===== src/common/adc_setup_defs.svh =====
// offsets, field positions, reset value, write mask and settling times in milliseconds of the setup block
`ifndef ADC_SETUP_DEFS_SVH
`define ADC_SETUP_DEFS_SVH
`define SETUP_OFS 8'h00
`define STATUS_OFS 8'h04
`define IRQ_STS_OFS 8'h08
`define IRQ_EN_OFS 8'h0C
`define IRQ_CLR_OFS 8'h10
`define CTRL_OFS 8'h14
`define CHOP_BIT 23
`define REFSEL_BIT 20
`define PSEUDO_BIT 18
`define MASK_HI 17
`define MASK_LO 8
`define BURN_BIT 7
`define MISSING_REFERENCE_CHECK_ENABLE_BIT 6
`define BUF_BIT 4
`define UNIPOLAR_BIT 3
`define GAIN_HI 2
`define SETUP_RESET 24'h000117
`define SETUP_WMASK 24'h97FFDF
`define IRQ_DONE 0
`define IRQ_REFERENCE_MISSING_FLAG 1
`define IRQ_FAULT 2
`define CLK_HZ 10000000
`define SETTLE_MS 80
`define SETTLE_CHOP_MS 160
`endif


===== src/common/adc_setup_pkg.sv =====
// types shared by the setup block and its channel sequencer
package adc_setup_pkg;
  typedef enum logic {SEQ_IDLE, SEQ_SETTLE} seq_state_e;
  typedef logic [9:0] chan_mask_t;
  typedef logic [2:0] gain_code_t;
endpackage


===== src/design/adc_setup_fields.sv =====
// converter setup register with status, interrupts and channel sequencing
//
// Notes on behaviour
// - pseudo bit set gives eight pseudo-differential inputs, clear gives four differential
// - ten-bit enable mask, short, temperature and eight channels, picks channels used
// - several enabled channels are cycled automatically, each with full settling time
// - burnout bit switches the 500 nA test currents on or off while buffered and not chopping
// - reference check enabled flags a missing or low external reference
// - reference check is evaluated only while converting
// - buffer bit inserts the input buffer, clear bypasses it
// - polarity bit set selects unipolar, clear selects bipolar results
// - three-bit gain field selects gain and input range
// - gain codes 0,3..7 give 1,8,16,32,64,128; codes 1 and 2 reserved
// - chop bit removes offset and doubles settling; it gates burnout
//
// The register addresses and the AXI4-Lite interface to the registers are this design's own decisions.
`timescale 1ns/1ps
`include "adc_setup_defs.svh"
module adc_setup_fields
  import adc_setup_pkg::*;
#(
  parameter int unsigned SETTLE_CYC = `SETTLE_MS * (`CLK_HZ / 1000),
  parameter int unsigned SETTLE_CHOP_CYC = `SETTLE_CHOP_MS * (`CLK_HZ / 1000)
)
(
  input wire logic aclk,
  input wire logic aresetn,
  input wire logic [7:0] s_axi_awaddr,
  input wire logic s_axi_awvalid,
  output logic s_axi_awready,
  input wire logic [31:0] s_axi_wdata,
  input wire logic [3:0] s_axi_wstrb,
  input wire logic s_axi_wvalid,
  output logic s_axi_wready,
  output logic [1:0] s_axi_bresp,
  output logic s_axi_bvalid,
  input wire logic s_axi_bready,
  input wire logic [7:0] s_axi_araddr,
  input wire logic s_axi_arvalid,
  output logic s_axi_arready,
  output logic [31:0] s_axi_rdata,
  output logic [1:0] s_axi_rresp,
  output logic s_axi_rvalid,
  input wire logic s_axi_rready,
  input wire logic ref_low_pin,
  output logic pseudo_diff_mode,
  output logic [9:0] chan_select,
  output logic burnout_on,
  output logic buffer_on,
  output logic unipolar,
  output logic [2:0] gain_select,
  output logic [7:0] gain_factor,
  output logic chop_on,
  output logic ref_select,
  output logic converting,
  output logic conv_done,
  output logic irq
);
  // ------------------------------------------------------------
  // registers and wires
  // ------------------------------------------------------------
  logic [23:0] setup_r;
  logic ref_missing_flag;
  logic [2:0] irq_sts_r;
  logic [2:0] irq_en_r;
  logic run_r;
  logic bvalid_r;
  logic [1:0] bresp_r;
  logic rvalid_r;
  logic [31:0] rdata_r;
  logic [1:0] rresp_r;
  logic ref_s1_r;
  logic ref_s2_r;
  logic ref_s3_r;
  logic ref_low_r;
  logic [3:0] chan_idx;
  logic [3:0] last_chan_r;
  logic wr_go;
  logic rd_go;
  logic wr_setup;
  logic wr_en;
  logic wr_clr;
  logic wr_ctrl;
  logic wr_map;
  logic rd_map;
  logic [23:0] strb_mask;
  logic [23:0] setup_nxt;
  logic [2:0] event_set;
  logic [2:0] clr_bits;
  logic fault_now;
  logic [31:0] rd_word;
  logic [31:0] settle_limit;

  // ------------------------------------------------------------
  // decode helpers
  // ------------------------------------------------------------
  // gain code to gain factor, reserved codes give zero
  function automatic logic [7:0] gain_of(input logic [2:0] code);
    unique case (code)
      3'h0: gain_of = 8'h01;
      3'h3: gain_of = 8'h08;
      3'h4: gain_of = 8'h10;
      3'h5: gain_of = 8'h20;
      3'h6: gain_of = 8'h40;
      3'h7: gain_of = 8'h80;
      default: gain_of = 8'h00;
    endcase
  endfunction

  // an address is mapped when it names one of the six registers
  function automatic logic is_mapped(input logic [7:0] a);
    is_mapped = (a == `SETUP_OFS) || (a == `STATUS_OFS) || (a == `IRQ_STS_OFS)
      || (a == `IRQ_EN_OFS) || (a == `IRQ_CLR_OFS) || (a == `CTRL_OFS);
  endfunction

  // ------------------------------------------------------------
  // write channel
  // ------------------------------------------------------------
  // address and data are taken together in one cycle
  assign wr_go = s_axi_awvalid && s_axi_wvalid && !bvalid_r;
  assign s_axi_awready = wr_go;
  assign s_axi_wready = wr_go;
  assign wr_map = is_mapped(s_axi_awaddr);
  assign wr_setup = wr_go && (s_axi_awaddr == `SETUP_OFS);
  assign wr_en = wr_go && (s_axi_awaddr == `IRQ_EN_OFS) && s_axi_wstrb[0];
  assign wr_clr = wr_go && (s_axi_awaddr == `IRQ_CLR_OFS) && s_axi_wstrb[0];
  assign wr_ctrl = wr_go && (s_axi_awaddr == `CTRL_OFS) && s_axi_wstrb[0];
  assign strb_mask = {{8{s_axi_wstrb[2]}}, {8{s_axi_wstrb[1]}}, {8{s_axi_wstrb[0]}}};

  // merge written lanes, reserved bits forced to zero
  assign setup_nxt = ((setup_r & ~strb_mask) | (s_axi_wdata[23:0] & strb_mask))
    & `SETUP_WMASK;

  // setup register keeps its value between writes
  always_ff @(posedge aclk) begin
    if (!aresetn)
      setup_r <= `SETUP_RESET;
    else if (wr_setup)
      setup_r <= setup_nxt;
  end

  // control and enable registers
  always_ff @(posedge aclk) begin
    if (!aresetn) begin
      run_r <= 1'b0;
      irq_en_r <= 3'h0;
    end else begin
      if (wr_ctrl)
        run_r <= s_axi_wdata[0];
      if (wr_en)
        irq_en_r <= s_axi_wdata[2:0];
    end
  end

  // write response: OKAY for mapped, SLVERR otherwise
  always_ff @(posedge aclk) begin
    if (!aresetn) begin
      bvalid_r <= 1'b0;
      bresp_r <= 2'h0;
    end else if (wr_go) begin
      bvalid_r <= 1'b1;
      bresp_r <= wr_map ? 2'h0 : 2'h2;
    end else if (s_axi_bready) begin
      bvalid_r <= 1'b0;
    end
  end
  assign s_axi_bvalid = bvalid_r;
  assign s_axi_bresp = bresp_r;

  // ------------------------------------------------------------
  // read channel
  // ------------------------------------------------------------
  assign rd_go = s_axi_arvalid && !rvalid_r;
  assign s_axi_arready = !rvalid_r;
  assign rd_map = is_mapped(s_axi_araddr);

  // read mux; the clear register reads as zero
  assign rd_word =
    (s_axi_araddr == `SETUP_OFS) ? {8'h00, setup_r} :
    (s_axi_araddr == `STATUS_OFS) ?
      {24'h0, last_chan_r, 1'b0, fault_now, converting, ref_missing_flag} :
    (s_axi_araddr == `IRQ_STS_OFS) ? {29'h0, irq_sts_r} :
    (s_axi_araddr == `IRQ_EN_OFS) ? {29'h0, irq_en_r} :
    (s_axi_araddr == `CTRL_OFS) ? {31'h0, run_r} : 32'h0;

  // read data held until rready
  always_ff @(posedge aclk) begin
    if (!aresetn) begin
      rvalid_r <= 1'b0;
      rdata_r <= 32'h0;
      rresp_r <= 2'h0;
    end else if (rd_go) begin
      rvalid_r <= 1'b1;
      rdata_r <= rd_word;
      rresp_r <= rd_map ? 2'h0 : 2'h2;
    end else if (s_axi_rready) begin
      rvalid_r <= 1'b0;
    end
  end
  assign s_axi_rvalid = rvalid_r;
  assign s_axi_rdata = rdata_r;
  assign s_axi_rresp = rresp_r;

  // ------------------------------------------------------------
  // fields toward the converter core
  // ------------------------------------------------------------
  // input mode
  assign pseudo_diff_mode = setup_r[`PSEUDO_BIT];
  assign buffer_on = setup_r[`BUF_BIT];
  assign unipolar = setup_r[`UNIPOLAR_BIT];
  assign gain_select = setup_r[`GAIN_HI:0];
  assign gain_factor = gain_of(gain_select);
  assign chop_on = setup_r[`CHOP_BIT];
  assign ref_select = setup_r[`REFSEL_BIT];

  // burnout currents, held off unless buffered and not chopping
  assign burnout_on = setup_r[`BURN_BIT] && buffer_on && !chop_on;

  // a burnout request that cannot be honoured, or a reserved gain code
  assign fault_now = (setup_r[`BURN_BIT] && !(buffer_on && !chop_on))
    || (gain_factor == 8'h00);

  assign settle_limit = chop_on ? SETTLE_CHOP_CYC : SETTLE_CYC;

  // ------------------------------------------------------------
  // channel sequencing
  // ------------------------------------------------------------
  // the mask steers the sequencer
  chan_sequencer u_seq (
    .aclk(aclk),
    .aresetn(aresetn),
    .run(run_r),
    .mask(setup_r[`MASK_HI:`MASK_LO]),
    .settle_limit(settle_limit),
    .converting(converting),
    .chan_idx(chan_idx),
    .conv_done(conv_done)
  );

  // channel decoded one-hot for the input multiplexer
  generate
    for (genvar g = 0; g < 10; g++) begin : g_sel
      assign chan_select[g] = converting && (chan_idx == 4'(g));
    end
  endgenerate

  // last converted channel for the status register
  always_ff @(posedge aclk) begin
    if (!aresetn)
      last_chan_r <= 4'h0;
    else if (conv_done)
      last_chan_r <= chan_idx;
  end

  // ------------------------------------------------------------
  // reference detection
  // ------------------------------------------------------------
  // pin synchroniser; a change counts once stages two and three agree
  always_ff @(posedge aclk) begin
    if (!aresetn) begin
      ref_s1_r <= 1'b0;
      ref_s2_r <= 1'b0;
      ref_s3_r <= 1'b0;
      ref_low_r <= 1'b0;
    end else begin
      ref_s1_r <= ref_low_pin;
      ref_s2_r <= ref_s1_r;
      ref_s3_r <= ref_s2_r;
      if (ref_s2_r == ref_s3_r)
        ref_low_r <= ref_s3_r;
    end
  end

  // flag follows the reference while the check is enabled
  // evaluated only while converting, held otherwise
  always_ff @(posedge aclk) begin
    if (!aresetn)
      ref_missing_flag <= 1'b0;
    else if (converting)
      ref_missing_flag <= setup_r[`MISSING_REFERENCE_CHECK_ENABLE_BIT] && ref_low_r;
  end

  // ------------------------------------------------------------
  // interrupts
  // ------------------------------------------------------------
  assign event_set[`IRQ_DONE] = conv_done;
  assign event_set[`IRQ_REFERENCE_MISSING_FLAG] = converting && setup_r[`MISSING_REFERENCE_CHECK_ENABLE_BIT] && ref_low_r
    && !ref_missing_flag;
  assign event_set[`IRQ_FAULT] = fault_now;
  assign clr_bits = wr_clr ? s_axi_wdata[2:0] : 3'h0;

  // sticky status, a new event wins over a clear
  always_ff @(posedge aclk) begin
    if (!aresetn)
      irq_sts_r <= 3'h0;
    else
      irq_sts_r <= (irq_sts_r & ~clr_bits) | event_set;
  end
  assign irq = |(irq_sts_r & irq_en_r);
endmodule


===== src/design/chan_sequencer.sv =====
// channel sequencer: walks the enabled channels, one full settling time each
`timescale 1ns/1ps
`include "adc_setup_defs.svh"
module chan_sequencer
  import adc_setup_pkg::*;
(
  input wire logic aclk,
  input wire logic aresetn,
  input wire logic run,
  input wire chan_mask_t mask,
  input wire logic [31:0] settle_limit,
  output logic converting,
  output logic [3:0] chan_idx,
  output logic conv_done
);
  seq_state_e state_r;
  logic [31:0] cnt_r;
  logic [3:0] idx_r;
  logic [3:0] next_idx;
  logic last_cyc;

  // next enabled channel above the current one, wrapping round
  always_comb begin
    next_idx = idx_r;
    for (int k = 10; k >= 1; k--) begin
      if (mask[(32'(idx_r) + k) % 10])
        next_idx = 4'((32'(idx_r) + k) % 10);
    end
  end

  assign last_cyc = (cnt_r >= settle_limit - 32'd1);
  assign converting = (state_r == SEQ_SETTLE);
  assign chan_idx = idx_r;
  assign conv_done = converting && last_cyc;

  always_ff @(posedge aclk) begin
    if (!aresetn) begin
      state_r <= SEQ_IDLE;
      cnt_r <= 32'd0;
      idx_r <= 4'h9;
    end else begin
      unique case (state_r)
        SEQ_IDLE: begin
          cnt_r <= 32'd0;
          if (run && |mask) begin
            state_r <= SEQ_SETTLE;
            idx_r <= next_idx;
          end
        end
        SEQ_SETTLE: begin
          cnt_r <= last_cyc ? 32'd0 : cnt_r + 32'd1;
          if (!run || !mask[idx_r])
            state_r <= SEQ_IDLE;
          else if (last_cyc)
            idx_r <= next_idx;
        end
      endcase
    end
  end
endmodule


===== config.mk =====
export PLATFORM = sky130hd
export DESIGN_NAME = adc_setup_fields
export DESIGN_NICKNAME = d
export VERILOG_FILES = /design/src/common/adc_setup_pkg.sv /design/src/design/adc_setup_fields.sv /design/src/design/chan_sequencer.sv
export VERILOG_INCLUDE_DIRS = /design/src /design/src/common
export SDC_FILE = /design/constraint.sdc
export NUM_CORES = 1
export LEC_CHECK = 0
export BUFFER_PORTS_ARGS = -buffer_cell sky130_fd_sc_hd__buf_4
export CELL_PAD_IN_SITES_DETAIL_PLACEMENT = 0
export CELL_PAD_IN_SITES_GLOBAL_PLACEMENT = 1
export CORE_MARGIN = 4
export CORE_UTILIZATION = 30
export CTS_BUF_LIST = sky130_fd_sc_hd__clkbuf_4
export DETAILED_ROUTE_END_ITERATION = 6
export GPL_TIMING_DRIVEN = 0
export PLACE_DENSITY = 0.73
export SLEW_MARGIN = 20
export SYNTH_ARGS = -nofsm -noshare
export SYNTH_HDL_FRONTEND = slang
export SYNTH_SLANG_ARGS = --single-unit

===== constraint.sdc =====
create_clock -name aclk -period 4.9 [get_ports aclk]
set_input_delay 1.225 -clock aclk [delete_from_list [all_inputs] [get_ports aclk]]
set_output_delay 1.225 -clock aclk [all_outputs]
set_load 0.005 [all_outputs]

==> summary.txt <==
Clock network
  – Register clock-pin slew on the reported worst setup and hold paths: 160 ps
  – H-tree level count: 3
  – Clock Path Buffers: 2
  – Clock root cell: clkbuf_4
  – Worst-skew pair later-pin latency: 470 ps
  – Clock sink total: 98
  – Clock tree from TritonCTS: done
  – CTS Buf Count: 9

Floorplanning
  – Row count: 61
  – Initial Util: 30.41%
  – Die height: 175.8 µm
  – Die Outline Area: 30910 µm²
  – Ports: 131
  – Chip width: 175.8 µm
  – CORE AREA: 27780 µm²

Placement
  – Port Buffers: 100
  – GP Congestion: 0.9177
  – Place WS: -960.1 ps
  – Post-DP HPWL: 22800 µm

Outcome
  – Status: complete, no violations

Timing
  – Worst-Margin Slew: 908.8 ps
  – Slew Limit Headroom: 37.68%
  – Max Fclk: 0.2105 GHz
  – Slack of the critical path: 149.6 ps
  – Worst Skew: 19.42 ps
  – Final min period: 4750 ps
  – Final cycle utilization of the critical path: 96.95%
  – Final Hold Vio Count: 0
  – # setup viols final: 0
  – Fin. max-slew vios: 0

Routing
  – Drt pass-1 iters: 5
  – Drc violations: 0
  – Drt via density: 5.432
  – Iter 0 DRT Violations: 580
  – Routed WL: 29570 µm
  – Detailed-route wire length per cell: 18.30 µm
  – Via count: 8778
  – Post-route ant nets: 0

Worst setup path
  – Critical path's largest stage delay: 590 ps
  – Critical Path End Type: flip-flop
  – Slowest cell on the critical path: or4_4
  – Crit-path cells: buf_12 > clkinv_4 > buf_12 > ha_1 > buf_4 > buf_4 > or2_2 > ha_1 > nand3b_1 > a211oi_2 > a31oi_1 > nand2_1 > mux2i_1 > or4_4 > a21bo_4 > a311oi_1 > a311o_2 > or3_1 > a21o_1
  – Worst EP required: 5260 ps
  – Setup Crit Path Kind: reg -> reg
  – Crit path launch type: flip-flop
  – Critical Path AT: 5110 ps
  – Crit path max fanout: 17

Layout
  – FILL cells: 2948
  – Fraction of layout cells with a size suffix above 1: 23.67%
  – Nets: 1333
  – Core Util, Final: 37.60%
  – Syn-to-layout area delta: 23.64%
  – ANT cells: 0

Logic synthesis
  – Post-synthesis cell area: 8448 µm²
  – Synth unique cells: 105
  – Post-Syn Area per Cell: 7.808 µm²
  – Most frequent cells after synthesis: 120 x nor2_1, 105 x nand2_1, 98 x dfxtp_1, 72 x a21oi_1, 50 x nand3_1
  – Synth top area share: 23.22%
  – Warnings, synthesis: 0
  – Top FF cell, synth: dfxtp_1
  – Number of synthesized flops with an enable pin: 0
  – Sequential fraction of the synthesis area: 23.22%
  – Most numerous cell in the Yosys netlist: nor2_1
  – Yosys reg bits: 98
  – Mapped Cells: 1082
  – Synth top area cells: dfxtp_1 23%, ha_1 5.9%, mux2i_1 5.5%
  – Area leader, netlist: dfxtp_1
  – Post-synth ARST share: 0%

Power and ir drop
  – Switching share of power: 26.55%
  – Combinational Power Share: 8.0%
  – Int Pwr: 972.6 µW
  – Worst VDD drop: 0.1214 mV
  – Sequential Power Share: 61.3%
  – Power Dens Cells: 126.8 nW/µm²
  – Static Leak: 0.004225 µW
  – Psw: 351.7 µW
  – Clk network pwr share: 30.7%

Global route
  – Largest net degree at the start of global routing: 19
  – First-pass GRT wire length: 45820 µm
  – Initial antenna violation count: 0
  – Grt total ovfl: 0
  – Overall Global Routing Usage: 18.36%
  – Vias in the first global route: 8187

Hold path
  – Worst min-delay path class: reg -> reg

Flow run
  – Max-cap violations: 0
-- worst paths after layout --
path                                          end  slack [ps]              start  depth (start not counted)
worst max-delay path            u_seq.chan_idx[0]         150  u_seq.chan_idx[1]                         19
worst min-delay path                     ref_s2_r         450           ref_s1_r                          1
worst max register to register  u_seq.chan_idx[0]         150  u_seq.chan_idx[1]                         19
worst min register to register           ref_s2_r         450           ref_s1_r                          1
-- final cells by class --
| type | count | area (µm²) | area share (%) |
|---|---|---|---|
| buffer | 80 | 521.8 | 4.995 |
| clock buffer | 9 | 67.56 | 0.6469 |
| clock inverter | 7 | 58.81 | 0.5630 |
| inverter | 35 | 140.1 | 1.342 |
| multi-input combinational | 891 | 6324 | 60.54 |
| sequential | 98 | 1974 | 18.90 |
| tap | 378 | 473.0 | 4.528 |
| timing repair buffer | 118 | 885.9 | 8.481 |
-- worst max-delay path: cells and delay by family (launching register included) --
family	cells	cell delay, ps
fa+ha+maj	2	600
simple gates	5	1530
compound gates	6	1140
mux	1	170
flops	1	420
buf+inv	5	790
-- power groups by stage --
| stage | registers (µW) | clock network (µW) | logic (µW) |
|---|---|---|---|
| finish | 812 | 406 | 106 |
| global route | 814 | 456 | 116 |
| floorplan | 831 | 0 | 44.9 |
| CTS | 813 | 426 | 105 |
| global placement | 831 | 0 | 105 |
| detailed placement | 831 | 0 | 105 |
-- stage by stage --
| step | cells | cell area, µm² | TNS, ps | hold slack [ps] | power, µW |
|---|---|---|---|---|---|
| after floorplan | 1106 | 8541 | 0 | 411.9 | 875.5 |
| after global placement | 1584 | 9764 | -3193 | 417.8 | 935.7 |
| after detailed placement | 1584 | 9764 | -3409 | 422.7 | 936.1 |
| after CTS | 1605 | 10110 | 0 | 461.0 | 1344 |
| after global routing | 1616 | 10450 | -4.248 | 492.4 | 1387 |
| final | 1616 | 10450 | 0 | 454.2 | 1324 |
-- timing repair --
| item | in CTS | in global routing |
|---|---|---|
| gates resized for setup | 44 | 55 |
| hold buffers | 0 | 0 |
| pin swaps | 4 | 13 |
| cloned | 0 | 1 |
| endpoints found under the setup margin | 4 | 4 |
| setup buffers | 6 | 12 |
-- metal layers --
| layer | wire length [µm] | global-route usage [%] |
|---|---|---|
| met5 | 0 | 0 |
| met4 | 550 | 4.224 |
| met3 | 1581 | 2.626 |
| met2 | 13710 | 29.86 |
| met1 | 13730 | 25.83 |
-- kinds of logic after synthesis --
kind of cell / share of synthesized area (%)
and+or+nand+nor: 25.81
adders and majority gates: 6.413
AOI/OAI and AO/OA: 22.38
buffers and inverters: 6.946
DFF: 23.22
muxes: 9.493
xor gates and xnor gates: 5.687
other: 0.04439
-- placed cells by master (no fill, tap or decap), types with 13 or more instances in the layout --
cell type / count
buf_4: 146
nor2_1: 118
nand2_1: 105
dfxtp_1: 94
a21oi_1: 70
nand3_1: 49
mux2i_1: 46
o21ai_0: 41
nor3_1: 32
ha_1: 32
clkbuf_1: 31
xnor2_1: 30
inv_1: 28
conb_1: 25
and3_1: 20
nor4_1: 14
mux2_2: 13
a211oi_1: 13
Power figures use the tool's default switching activity.
